**src/module_pwr_pkg.sv**
```systemverilog
// Shared constants, register map and state types for the module power-up link.
package module_pwr_pkg;

	// ********************************************************************
	// Timing.
	// ********************************************************************
	localparam int CLK_PERIOD_NS = 100;
	localparam int MGMT_INIT_NS  = 2000;
	localparam int PWRUP_NS      = 5000;
	localparam int MGMT_INIT_CYC = (MGMT_INIT_NS + CLK_PERIOD_NS - 1) / CLK_PERIOD_NS;
	localparam int PWRUP_CYC     = (PWRUP_NS + CLK_PERIOD_NS - 1) / CLK_PERIOD_NS;
	typedef logic [7:0] cnt_t;
	localparam cnt_t MGMT_INIT_LOAD = cnt_t'(MGMT_INIT_CYC - 1);
	localparam cnt_t PWRUP_LOAD     = cnt_t'(PWRUP_CYC - 1);
	localparam cnt_t CNT_ZERO       = 8'h00;

	// ********************************************************************
	// Module management registers.
	// ********************************************************************
	typedef logic [7:0] byte_t;
	localparam byte_t REG_FLAGS       = 8'h00;
	localparam byte_t REG_MASK        = 8'h01;
	localparam byte_t REG_MOD_STATE   = 8'h02;
	localparam byte_t REG_POWER_CTRL  = 8'h03;
	localparam byte_t REG_POWER_CLASS = 8'h04;
	localparam byte_t REG_HOLD        = 8'h05;
	localparam byte_t REG_TX_OFF      = 8'h06;
	localparam byte_t REG_TX_MUTE     = 8'h07;
	localparam byte_t REG_DP_STATE    = 8'h08;
	localparam byte_t REG_ACTIVE_CFG  = 8'h09;
	localparam byte_t REG_STAGED_CFG0 = 8'h0A;
	localparam int    FLAG_STATE_BIT  = 0;
	localparam int    PCTL_SW_REQ_BIT = 0;
	localparam int    PCTL_ALLOW_BIT  = 1;
	localparam int    PCTL_IGNORE_BIT = 2;
	localparam byte_t BYTE_ZERO       = 8'h00;
	localparam byte_t ALL_ONES        = 8'hFF;
	localparam byte_t DP_OFF_CODE     = 8'h01;
	localparam byte_t PCTL_HOST_GO    = 8'h04;

	// ********************************************************************
	// Host control registers on Avalon-MM (word addresses).
	// ********************************************************************
	typedef logic [1:0] av_addr_t;
	localparam av_addr_t AV_CTRL   = 2'h0;
	localparam av_addr_t AV_STATUS = 2'h1;
	localparam av_addr_t AV_LIMIT  = 2'h2;
	localparam av_addr_t AV_POWER  = 2'h3;
	localparam int CTRL_START_BIT   = 0;
	localparam int CTRL_PIN_OFF_BIT = 1;
	localparam byte_t LIMIT_DEF     = 8'hFF;

	// ********************************************************************
	// States.
	// ********************************************************************
	typedef enum logic [2:0] {
		management_init_state,
		module_power_down_state,
		module_powering_up_state,
		module_ready_state
	} module_state_e;

	typedef enum logic [3:0] {
		h_idle,
		h_wait_present,
		h_wait_irq1,
		h_read_flag1,
		h_read_power,
		h_write_hold,
		h_write_tx_off,
		h_write_pctl,
		h_wait_irq2,
		h_read_flag2,
		h_done,
		h_fault
	} host_state_e;

endpackage : module_pwr_pkg

```
**src/mgmt_link_if.sv**
```systemverilog
// Pins and byte-wide management access between host and module.
`timescale 1ns/1ns
interface mgmt_link_if;
	logic       mod_reset_n;
	logic       hw_power_down_request_pin;
	logic       module_select_pin;
	logic       req;
	logic       we;
	logic [7:0] addr;
	logic [7:0] wdata;
	logic       present;
	logic       irq;
	logic       ack;
	logic [7:0] rdata;

	modport host_end (
		output mod_reset_n, hw_power_down_request_pin, module_select_pin,
		output req, we, addr, wdata,
		input  present, irq, ack, rdata
	);

	modport module_end (
		input  mod_reset_n, hw_power_down_request_pin, module_select_pin,
		input  req, we, addr, wdata,
		output present, irq, ack, rdata
	);
endinterface : mgmt_link_if

```
**src/module_pwr_end.sv**
```systemverilog
// Module end: management registers and module power state machine.
`timescale 1ns/1ns
module module_pwr_end #(
	parameter module_pwr_pkg::byte_t DEFAULT_CFG = 8'h11 // Power-on data path configuration.
) (
	input  wire logic                          mclk_i,          // Clock.
	input  wire logic                          nrst_i,          // Async reset, active low.
	mgmt_link_if.module_end                    link,            // Link to host.
	input  wire logic [7:0]                    power_class_i,   // Advertised power need.
	output module_pwr_pkg::module_state_e      module_state_o,  // Module state.
	output logic                               high_power_o,    // High power enabled.
	output logic [7:0]                         active_cfg_o,    // Active configuration.
	output logic [7:0]                         datapath_hold_o, // Data path hold mask.
	output logic [7:0]                         tx_off_o,        // Transmit off mask.
	output logic [7:0]                         tx_mute_o        // Transmit mute mask.
);
	import module_pwr_pkg::*;

	// ********************************************************************
	// State.
	// ********************************************************************
	typedef struct packed {
		module_state_e st;
		cnt_t          cnt;
		byte_t         flags;
		byte_t         mask;
		logic          sw_power_down_request;
		logic          hw_power_down_allow;
		logic          hw_pin_ignore;
		byte_t         datapath_hold_mask;
		byte_t         tx_output_off_mask;
		byte_t         tx_forced_mute_mask;
		byte_t         active_cfg;
		byte_t         staged_cfg0;
		logic          present;
		logic          irq;
		logic          ack;
		logic          high_power;
		byte_t         rdata;
	} dev_s;

	dev_s s;
	dev_s next_s;

	// ********************************************************************
	// Helpers.
	// ********************************************************************
	function automatic dev_s init_defaults(input dev_s cur);
		dev_s d;
		d                       = cur;
		d.st                    = management_init_state;
		d.cnt                   = MGMT_INIT_LOAD;
		d.flags                 = BYTE_ZERO;
		d.mask                  = BYTE_ZERO;
		d.sw_power_down_request = 1'b0;
		d.hw_power_down_allow   = 1'b1;
		d.hw_pin_ignore         = 1'b0;
		d.datapath_hold_mask    = BYTE_ZERO;
		d.tx_output_off_mask    = BYTE_ZERO;
		d.tx_forced_mute_mask   = BYTE_ZERO;
		d.active_cfg            = DEFAULT_CFG;
		d.staged_cfg0           = DEFAULT_CFG;
		d.irq                   = 1'b0;
		d.ack                   = 1'b0;
		d.rdata                 = BYTE_ZERO;
		return d;
	endfunction : init_defaults

	function automatic byte_t read_reg(input dev_s cur, input byte_t a, input byte_t pclass);
		byte_t r;
		r = BYTE_ZERO;
		case (a)
			REG_FLAGS:       r = cur.flags;
			REG_MASK:        r = cur.mask;
			REG_MOD_STATE:   r = 8'(cur.st);
			REG_POWER_CTRL: begin
				r[PCTL_SW_REQ_BIT] = cur.sw_power_down_request;
				r[PCTL_ALLOW_BIT]  = cur.hw_power_down_allow;
				r[PCTL_IGNORE_BIT] = cur.hw_pin_ignore;
			end
			REG_POWER_CLASS: r = pclass;
			REG_HOLD:        r = cur.datapath_hold_mask;
			REG_TX_OFF:      r = cur.tx_output_off_mask;
			REG_TX_MUTE:     r = cur.tx_forced_mute_mask;
			REG_DP_STATE:    r = DP_OFF_CODE;
			REG_ACTIVE_CFG:  r = cur.active_cfg;
			REG_STAGED_CFG0: r = cur.staged_cfg0;
			default:         r = BYTE_ZERO;
		endcase
		return r;
	endfunction : read_reg

	// ********************************************************************
	// Next state.
	// ********************************************************************
	logic  combined_power_down_condition;
	logic  access;
	byte_t flag_set;
	byte_t flag_clr;

	always_comb begin
		next_s   = s;
		flag_set = BYTE_ZERO;
		flag_clr = BYTE_ZERO;
		combined_power_down_condition = s.sw_power_down_request |
			(s.hw_power_down_allow & link.hw_power_down_request_pin & ~s.hw_pin_ignore);
		access = link.req & ~s.ack & link.module_select_pin &
			(s.st != management_init_state);

		next_s.present = 1'b1;
		next_s.ack     = access;

		// Register access; a flag read clears what was read.
		if (access) begin
			if (link.we) begin
				case (link.addr)
					REG_MASK: next_s.mask = link.wdata;
					REG_POWER_CTRL: begin
						next_s.sw_power_down_request = link.wdata[PCTL_SW_REQ_BIT];
						next_s.hw_power_down_allow   = link.wdata[PCTL_ALLOW_BIT];
						next_s.hw_pin_ignore         = link.wdata[PCTL_IGNORE_BIT];
					end
					REG_HOLD:        next_s.datapath_hold_mask  = link.wdata;
					REG_TX_OFF:      next_s.tx_output_off_mask  = link.wdata;
					REG_TX_MUTE:     next_s.tx_forced_mute_mask = link.wdata;
					REG_STAGED_CFG0: next_s.staged_cfg0         = link.wdata;
					default: begin
					end
				endcase
			end else begin
				next_s.rdata = read_reg(s, link.addr, power_class_i);
				if (link.addr == REG_FLAGS) begin
					flag_clr = s.flags;
				end
			end
		end

		// Module power state machine.
		case (s.st)
			management_init_state: begin
				if (s.cnt == CNT_ZERO) begin
					next_s.st = module_power_down_state;
					flag_set[FLAG_STATE_BIT] = 1'b1;
				end else begin
					next_s.cnt = s.cnt - 8'h01;
				end
			end
			module_power_down_state: begin
				if (!combined_power_down_condition) begin
					next_s.st  = module_powering_up_state;
					next_s.cnt = PWRUP_LOAD;
				end
			end
			module_powering_up_state: begin
				if (combined_power_down_condition) begin
					next_s.st = module_power_down_state;
					flag_set[FLAG_STATE_BIT] = 1'b1;
				end else if (s.cnt == CNT_ZERO) begin
					next_s.st = module_ready_state;
					flag_set[FLAG_STATE_BIT] = 1'b1;
				end else begin
					next_s.cnt = s.cnt - 8'h01;
				end
			end
			module_ready_state: begin
				if (combined_power_down_condition) begin
					next_s.st = module_power_down_state;
					flag_set[FLAG_STATE_BIT] = 1'b1;
				end
			end
			default: next_s.st = management_init_state;
		endcase

		// A set in the same cycle as the clearing read wins.
		next_s.flags = (s.flags & ~flag_clr) | flag_set;
		next_s.irq   = |(next_s.flags & ~next_s.mask);

		// The module reset pin restarts management initialization.
		if (!link.mod_reset_n) begin
			next_s = init_defaults(s);
			next_s.present = 1'b1;
		end
		next_s.high_power = (next_s.st == module_powering_up_state) |
		                    (next_s.st == module_ready_state);
	end

	// ********************************************************************
	// Registers.
	// ********************************************************************
	always_ff @(posedge mclk_i or negedge nrst_i) begin
		if (!nrst_i) begin
			s <= '{
				st:                    management_init_state,
				cnt:                   MGMT_INIT_LOAD,
				hw_power_down_allow:   1'b1,
				active_cfg:            DEFAULT_CFG,
				staged_cfg0:           DEFAULT_CFG,
				default:               '0
			};
		end else begin
			s <= next_s;
		end
	end

	// ********************************************************************
	// Outputs.
	// ********************************************************************
	assign link.present     = s.present;
	assign link.irq         = s.irq;
	assign link.ack         = s.ack;
	assign link.rdata       = s.rdata;
	assign module_state_o   = s.st;
	assign high_power_o     = s.high_power;
	assign active_cfg_o     = s.active_cfg;
	assign datapath_hold_o  = s.datapath_hold_mask;
	assign tx_off_o         = s.tx_output_off_mask;
	assign tx_mute_o        = s.tx_forced_mute_mask;

endmodule : module_pwr_end

```
**src/flat_wrapper.sv**
```systemverilog
// flat-port wrapper written by rule: the top's interface ports become plain ports
module module_pwr_end_flat import module_pwr_pkg::*;
#(
	parameter module_pwr_pkg::byte_t DEFAULT_CFG = 8'h11                                     
)
  (mclk_i, nrst_i, power_class_i, module_state_o, high_power_o, active_cfg_o, datapath_hold_o, tx_off_o, tx_mute_o, link_mod_reset_n, link_hw_power_down_request_pin, link_module_select_pin, link_req, link_we, link_addr, link_wdata, link_present, link_irq, link_ack, link_rdata);
  mgmt_link_if link_i ();
  input  wire logic mclk_i;
  input  wire logic nrst_i;
  input  wire logic [7:0] power_class_i;
  output module_pwr_pkg::module_state_e module_state_o;
  output logic high_power_o;
  output logic [7:0] active_cfg_o;
  output logic [7:0] datapath_hold_o;
  output logic [7:0] tx_off_o;
  output logic [7:0] tx_mute_o;
  input wire logic [$bits(link_i.mod_reset_n)-1:0] link_mod_reset_n;
  input wire logic [$bits(link_i.hw_power_down_request_pin)-1:0] link_hw_power_down_request_pin;
  input wire logic [$bits(link_i.module_select_pin)-1:0] link_module_select_pin;
  input wire logic [$bits(link_i.req)-1:0] link_req;
  input wire logic [$bits(link_i.we)-1:0] link_we;
  input wire logic [$bits(link_i.addr)-1:0] link_addr;
  input wire logic [$bits(link_i.wdata)-1:0] link_wdata;
  output wire logic [$bits(link_i.present)-1:0] link_present;
  output wire logic [$bits(link_i.irq)-1:0] link_irq;
  output wire logic [$bits(link_i.ack)-1:0] link_ack;
  output wire logic [$bits(link_i.rdata)-1:0] link_rdata;
  assign link_i.mod_reset_n = link_mod_reset_n;
  assign link_i.hw_power_down_request_pin = link_hw_power_down_request_pin;
  assign link_i.module_select_pin = link_module_select_pin;
  assign link_i.req = link_req;
  assign link_i.we = link_we;
  assign link_i.addr = link_addr;
  assign link_i.wdata = link_wdata;
  assign link_present = link_i.present;
  assign link_irq = link_i.irq;
  assign link_ack = link_i.ack;
  assign link_rdata = link_i.rdata;
  module_pwr_end #(.DEFAULT_CFG(DEFAULT_CFG)) u_core (.mclk_i(mclk_i), .nrst_i(nrst_i), .link(link_i), .power_class_i(power_class_i), .module_state_o(module_state_o), .high_power_o(high_power_o), .active_cfg_o(active_cfg_o), .datapath_hold_o(datapath_hold_o), .tx_off_o(tx_off_o), .tx_mute_o(tx_mute_o));
endmodule
```
**config.mk**
```make
export PLATFORM = sky130hd
export DESIGN_NAME = module_pwr_end_flat
export DESIGN_NICKNAME = d
export VERILOG_FILES = /design/src/module_pwr_pkg.sv /design/src/mgmt_link_if.sv /design/src/module_pwr_end.sv /design/src/flat_wrapper.sv
export SDC_FILE = /design/constraint.sdc
export NUM_CORES = 1
export LEC_CHECK = 0
export BUFFER_PORTS_ARGS = -buffer_cell sky130_fd_sc_hd__buf_4
export CORE_ASPECT_RATIO = 1.1
export CORE_UTILIZATION = 30
export DETAILED_ROUTE_END_ITERATION = 6
export PLACE_DENSITY_LB_ADDON = 0.3
export SYNTH_ARGS = -nofsm -noshare
export SYNTH_HDL_FRONTEND = slang
export SYNTH_SLANG_ARGS = --single-unit
```
**constraint.sdc**
```tcl
create_clock -name mclk_i -period 2.7 [get_ports mclk_i]
set_clock_uncertainty 0.15 [all_clocks]
set_input_delay 0.405 -clock mclk_i [delete_from_list [all_inputs] [get_ports mclk_i]]
set_output_delay 0.405 -clock mclk_i [all_outputs]
set_load 0.02 [all_outputs]
```
After elaboration in Yosys (flattened, before gate mapping)
Cells that the tools add are included.
Widths: inputs -> output; s select.
{ "totals": {"output_inout_bits": 47, "regBits": 74, "in_bits": 31} }
{ "classes": {"mux": 31, "n_eq_ne": 26, "n_addsub": 1, "reduce_logical": 13, "bitwise": 14} }
{ "ops": {"columns": ["cell", "n"], "rows": [
  ["$mux 8", 14],
  ["$mux 82", 1],
  ["$mux 35", 2],
  ["$pmux 5 s8", 1],
  ["$eq 8x3->1 const B", 4],
  ["$pmux 3 s10", 1],
  ["$eq 8x4->1 const B", 3],
  ["$pmux 8 s3", 1],
  ["$reduce_and 3->1", 6],
  ["$and 8x8->8", 2],
  ["$eq 8x2->1 const B", 2],
  ["$logic_not 8->1", 2],
  ["$not 8->8", 2],
  ["$mux 3", 5],
  ["$ne 2x1->1 const B", 7],
  ["$eq 3x2->1 const B", 4],
  ["$pmux 3 s4", 1],
  ["$mux 11", 1],
  ["$eq 8x1->1 const B", 1],
  ["$or 8x1->8", 1],
  ["$reduce_or 8->1", 1],
  ["$sub 8x1->8 const B", 1],
  ["$ne 3x3->1 const B", 2],
  ["$and 1x1->1", 5],
  ["11 further kinds", 15]
]} }

Depth between registers and ports, before layout
Gate-level depths: netlist of run 1.
{ "logic_depth": {"depth_word": 13, "mapped_depth": 9, "depth_no_buf": 7} }

Worst setup path before layout of run 1
OpenSTA, ideal clock, no wires.
{ "synth_timing": {"path_type": "input-to-reg", "startpoint": "in link_addr[5]", "endpoint": "reg u_core.s, in the netlist u_core.link.irq", "path_slack_ps": 246, "arrival_ps": 2183, "required_time_ps": 2428, "n_path_buf": 1, "stages": 7, "setup_ps": 122, "path_cell_list": "or4_4 > nor4_4 > buf_6 > mux2i_1 > a2111oi_2 > nand3_1 > a32o_1"} }
{ "synth_rtl": {"columns": ["item", "line", "text"], "rows": [
  ["start, declared", "flat_wrapper.sv:22", "input wire logic [$bits(link_i.addr)-1:0] link_addr;"],
  ["end signal, assigned", "module_pwr_end.sv:192", "s <= '{"],
  ["end signal, assigned", "module_pwr_end.sv:201", "s <= next_s;"],
  ["end, declared", "module_pwr_end.sv:42", "dev_s s;"]
]} }

Worst setup path in the final report of run 1
{ "layout_timing": {"startpoint": "reg u_core.s[71] in the netlist's numbering", "endpoint": "reg u_core.s[77] in the netlist's numbering"} }
{ "layout_between": {"elab_chain_cells": 5} }
{ "layout_rtl": {"columns": ["item", "line", "text"], "rows": [
  ["$sub 8x1->8 / $logic_not 8->1 (equally long branches)", null, null],
  ["$mux 8 *", "module_pwr_end.sv:141, module_pwr_end.sv:158", null],
  ["$mux 8", "module_pwr_end.sv:155", "if (combined_power_down_condition) begin"],
  ["$pmux 8 s3 *", "module_pwr_end.sv:139", "case (s.st)"],
  ["$mux 82 *", "module_pwr_end.sv:179", "if (!link.mod_reset_n) begin"]
]} }
Mark *: on every way between the ends. The rest lies on a longest branch, timed or not. The select of a mux whose other input is x is not followed.
A chain may end at the register's enable or synchronous reset.

==> results of run 1 <==
==> logic make-up (layout without fill, tap and decap cells) <==
group	count (synthesis)	after routing	share of synthesized area
AOI/OAI and AO/OA	99	99	0.142
and+or+nand+nor	193	193	0.225
other	2	10	0.00180
DFF	74	74	0.446
buffers and inverters	71	109	0.105
muxes	32	32	0.0772
adders and majority gates	1	1	0.00300
==> final cells by class <==
class                   instances  share of cell area
multi-input cells             335               0.379
flip-flops and latches         74               0.371
well taps                     184              0.0459
inverters                       5             0.00374
repair buffers                 88               0.132
clock inverters                 7              0.0235
clock buffers                   9              0.0449
==> sequential cells by signal (all words and copies together), names as in the netlist <==
| name | count |
|---|---|
| u_core.datapath_hold_o | 8 |
| u_core.high_power_o | 1 |
| u_core.link.ack | 1 |
| u_core.link.irq | 1 |
| u_core.link.present | 1 |
| u_core.link.rdata | 8 |
| u_core.module_state_o | 3 |
| u_core.s | 35 |
| u_core.tx_mute_o | 8 |
| u_core.tx_off_o | 8 |
==> worst min-delay path by stage <==
stage | from | endpoint | slack, ps | cells past startpoint
2_1_floorplan | nrst_i | u_core.datapath_hold_o[0] | -40 | 0
3_3_place_gp | u_core.link.rdata[2] | u_core.link.rdata[2] | 320 | 2
3_5_place_dp | u_core.s[16] | u_core.s[16] | 330 | 2
4_1_cts | nrst_i | u_core.s[59] | 120 | 1
5_1_grt | nrst_i | u_core.s[69] | 150 | 1
6_report | nrst_i | u_core.s[61] | 70 | 1
==> synth_stat cells (2+ instances only) <==
library cell	number
o221ai_1	2
dfrtp_1	68
nor3_1	5
buf_1	5
nor2_1	34
o21ai_0	4
nor2b_1	5
a31oi_1	2
conb_1	2
a22o_1	3
nor4_1	6
nand3_1	23
nand2b_1	10
buf_4	43
a21oi_1	52
nand4b_1	4
inv_1	4
a32o_1	2
dfstp_2	6
o21ai_1	13
and2_1	4
o22ai_1	6
and3_1	11
nand3b_1	4
clkbuf_1	17
a22oi_1	3
o31ai_1	2
or3_1	3
mux2i_1	31
or2_1	2
a311oi_1	2
nand2_1	77
==> power by group <==
group	internal [mW]	switching (mW)	total (mW)	leakage, nW
Combinational	0.0684	0.139	0.207	1.06
Clock	0.902	0.484	1.39	0.169
Sequential	1.12	0.00519	1.12	1.01
==> stage by stage <==
step           total power [mW]  TNS [ps]  utilization  hold slack [ps]  instances
2_1_floorplan              1.25         0            -            -40.6        480
3_3_place_gp               1.35         0        0.349              317        686
3_5_place_dp               1.35     -28.9        0.349              329        686
4_1_cts                    2.74         0        0.375              116        702
5_1_grt                    2.81         0        0.375              146        702
6_report                   2.72         0        0.375             65.8        702
==> metal layers <==
layer	track usage	share of wire	wire (um)	up-vias
met5	0	0	0	-
met4	0.0886	0.039	476	0
met3	0.0368	0.055	678	35
met2	0.301	0.49	6050	118
met1	0.220	0.41	5100	1752
li1	-	-	-	1678
==> out/metrics.yaml, run 1 <==
status: "complete, no violations"
placed_cell_area_um2: 4670
core_region_area_um2: 13400
vias_per_cell: 5.10
cts_buffers: 9
hold_path.class: "in -> async"
fill_cells: 1370
io_buffers: 69
rrSetupSlack_ps: 230
numClockSinks: 74
cp_cell_sequence: "inv_1 -> ha_1 -> nand4b_1 -> nand4b_1 -> nor2_2 -> nand4b_1 -> a21oi_1"
crit_type: "reg -> reg"
fp.dieH_um: 126
required_ps: 2820
cts-resized-gates: 0
synth_ff_type: "dfrtp_1"
ir_drop_v: 0.000293
max_stage_delay_ps: 540
critPathCaptureType: "flip-flop"
synth-seq-cells: 74
final_cell_mix: "88 x buf_4, 77 x nand2_1, 68 x dfrtp_1"
initial_core_util: 0.311
cts-hold-fix-buffers: 0
cp-start-kind: "flip-flop"
pre_cts_slack_ps: -28.9
worstSetupPathDepth: 7
multi_input_area_um2: 1900
synth_edf_count: 0
crit_arrival_ps: 2580
maxCapViolCount: 0
drive_gt1_frac: 0.222
r2r_start: "u_core.s[71]"
drt-initial-drc-count: 297
tightest_slew_ps: 967
final_common_cell: "buf_4"
grt_max_degree: 75
fin_nets: 545
rsz0062_at_grt: "false"
firstDrtPassIters: 6
r2r_end: "u_core.s[77]"
antenna_cells: 0
avgSynthCellArea_um2: 8.82
synthToLayoutAreaGrowth_pct: 20.4
dpl.hpwl_um: 8960
worst_path_max_delay_cell: "dfstp_2"
final_area_um2: 5010
drc: 0
cts_buffer_depth: 2
synth_top_area_share: 0.409
rows: 44
synth.distinct_cells: 49
syn_area_um2: 4170
setup_viol: 0
postRouteAntennaNets: 0
syn-instance-count: 472
grt_pass1_wl_um: 19600
async_flop_share: 1.00
slew_headroom: 0.356
synth_area_leader_cell: "dfrtp_1"
io_pins: 78
critPathLaunch: "u_core.s[71]"
cts-htree-levels: 3
seq_area_frac_synth: 0.446
fmax_mhz: 406
yosys_warnings: 0
antenna_found_initial: 0
grt_overflow_total: 0
hold_violations: 0
cp_max_fo: 13
grtUsageTotal: 0.180
clk_pin_slew_ps: 60
cts_tree: "built"
cts-root-buf: "clkbuf_16"
synth.area.top_cells: "dfrtp_1 41%, buf_4 7.8%, mux2i_1 7.4%, nand2_1 6.9%, a21oi_1 6.2%"
dieWidth_um: 114
critical_path.top_delay_family: "simple AND/OR/NAND/NOR gates"
cp_common_cell: "nand4b_1"
dieArea_um2: 14400
seq_area_um2: 1860
critPathCapture: "u_core.s[77]"
fin_ws_ps: 234
powerDensity_nw_per_um2: 542
drv_slew: 0
grt_pass1_vias: 3606
wl_per_cell_um: 17.5
routabilityCongestion: 0.844
vias: 3583
r2r_cells: 7
post-route-period-util: 0.913
finalCriticalPeriod_ps: 2470
total_leakage_power_nw: 2.24
crit_buf_inv: 1
wl_um: 12300
post_cts_buffers: 0
clk_latency_ps: 330
Power figures use the tool's default switching activity.
==> run 2, diff against run 1 <==
- CORE_ASPECT_RATIO: 1.1 -> 0.5
- SETUP_SLACK_MARGIN: unset -> 0.5
==> out/metrics.yaml, run 2 (synthesis gave the netlist of run 1 again) <==
io_buffers: 69
hold_path.class: "in -> reg"
post-route-period-util: 0.841
firstDrtPassIters: 5
cts-root-buf: "clkbuf_16"
cp-start-kind: "input port"
internal_power_mw: 1.91
slew_headroom: 0.504
dieWidth_um: 169
largest_reg_flops: 35
grtUsageTotal: 0.168
drc: 0
p_clk_frac: 0.470
rows: 30
cts_tree: "built"
crit_type: "in -> reg"
wl_per_cell_um: 16.3
hold_violations: 0
fin_nets: 560
power_mw: 2.53
switchingPower_uw: 619
drt-initial-drc-count: 237
tightest_slew_ps: 741
synthToLayoutAreaGrowth_pct: 23.2
setup_viol: 0
total_leakage_power_nw: 2.29
antenna_found_initial: 0
drv_slew: 0
ir_drop_v: 0.000285
crit_arrival_ps: 2340
fill_cells: 1365
dieArea_um2: 14400
cts-htree-levels: 3
grt_overflow_total: 0
power.combinational.fraction: 0.087
rsz0062_at_grt: "true"
initial_core_util: 0.307
core_region_area_um2: 13600
io_pins: 78
clk_latency_ps: 330
seq_area_um2: 1860
multi_input_area_um2: 1920
routabilityCongestion: 0.853
numClockSinks: 74
drive_gt1_frac: 0.246
postRouteAntennaNets: 0
maxCapViolCount: 0
fin_util: 0.379
cts_buffer_depth: 2
dpl.hpwl_um: 8620
fmax_mhz: 440
swShare: 0.244
required_ps: 2770
final_cell_mix: "98 x buf_4, 77 x nand2_1, 68 x dfrtp_1"
clk_pin_slew_ps: 60
finalCriticalPeriod_ps: 2270
vias_per_cell: 4.97
powerDensity_nw_per_um2: 493
grt_max_degree: 53
vias: 3605
final_common_cell: "buf_4"
seq_power_share: 0.443
final_area_um2: 5130
cts_buffers: 9
top_register: "u_core.s"
grt_pass1_vias: 3415
cp_max_fo: 6
status: "complete, no violations"
fp.dieH_um: 85.3
grt_pass1_wl_um: 18700
wl_um: 11800
critPathCaptureType: "flip-flop"
placed_cell_area_um2: 4770
antenna_cells: 0
-- run 2: cell types whose count changed in the layout (fill, tap and decap cells not counted), sizes merged --
cell	previous run	this run
dlygate4sd3	0	1
clkinvlp	0	1
inv	5	6
clkbuf	9	10
buf	88	102
bufinv	3	1
clkinv	4	3
-- run 2: final timing paths --
kind                                      start                    to  slack [ps]  cells past startpoint
setup / recovery                   link_addr[3]       u_core.link.irq         430                      8
hold / removal                         link_req       u_core.link.ack         190                      3
setup reg to reg                u_core.link.ack       u_core.link.irq         500                      7
hold reg to reg            u_core.link.rdata[2]  u_core.link.rdata[2]         330                      2
max in group asynchronous                nrst_i          u_core.s[53]        1340                      3
min in group asynchronous                nrst_i   u_core.tx_mute_o[5]         400                      2
-- run 2: layout make-up --
cell class	count	share of cell area
Clock inverter	6	0.0127
Sequential cell	74	0.362
Multi-Input combinational cell	335	0.374
Inverter	5	0.00366
Timing Repair Buffer	103	0.156
Tap cell	192	0.0468
Clock buffer	10	0.0446
-- run 2: metal layers --
layer	track usage	routed length, um
met1	0.227	5370
met2	0.279	5700
met3	0.0382	673
met4	0.0322	109
met5	0	0
-- run 2: critical path, stage by stage --
cell	delay (ps)
buf_4	120
or4b_4	520
nor4_4	290
buf_6	170
mux2i_1	90
a2111oi_2	390
nand3_1	110
a32o_1	240
-- run 2: per-stage QoR --
stage,TNS [ps],instances,hold WS [ps],setup slack (ps)
floorplan,0,480,-40.6,246
finish,0,725,186,430
global route,0,725,202,352
CTS,0,722,182,441
detailed placement,-47.6,704,237,-47.6
global placement,0,704,238,5.53
-- run 2: power by group through the flow --
stage	Clock (mW)	Combinational, mW	Sequential, mW
after floorplan	0	0.103	1.14
after global placement	0	0.212	1.14
after detailed placement	0	0.214	1.14
after CTS	1.21	0.218	1.12
after global routing	1.26	0.240	1.12
final	1.19	0.220	1.12
-- run 2: repair_timing --
item / CTS / global route
pin swaps: 5 / 3
cloned: 0 / 0
setup endpoints to repair: 5 / 23
hold buffers: 1 / 0
hold endpoints to repair: 28 / 0
buffers inserted: 1 / 3
resized for setup: 4 / 3
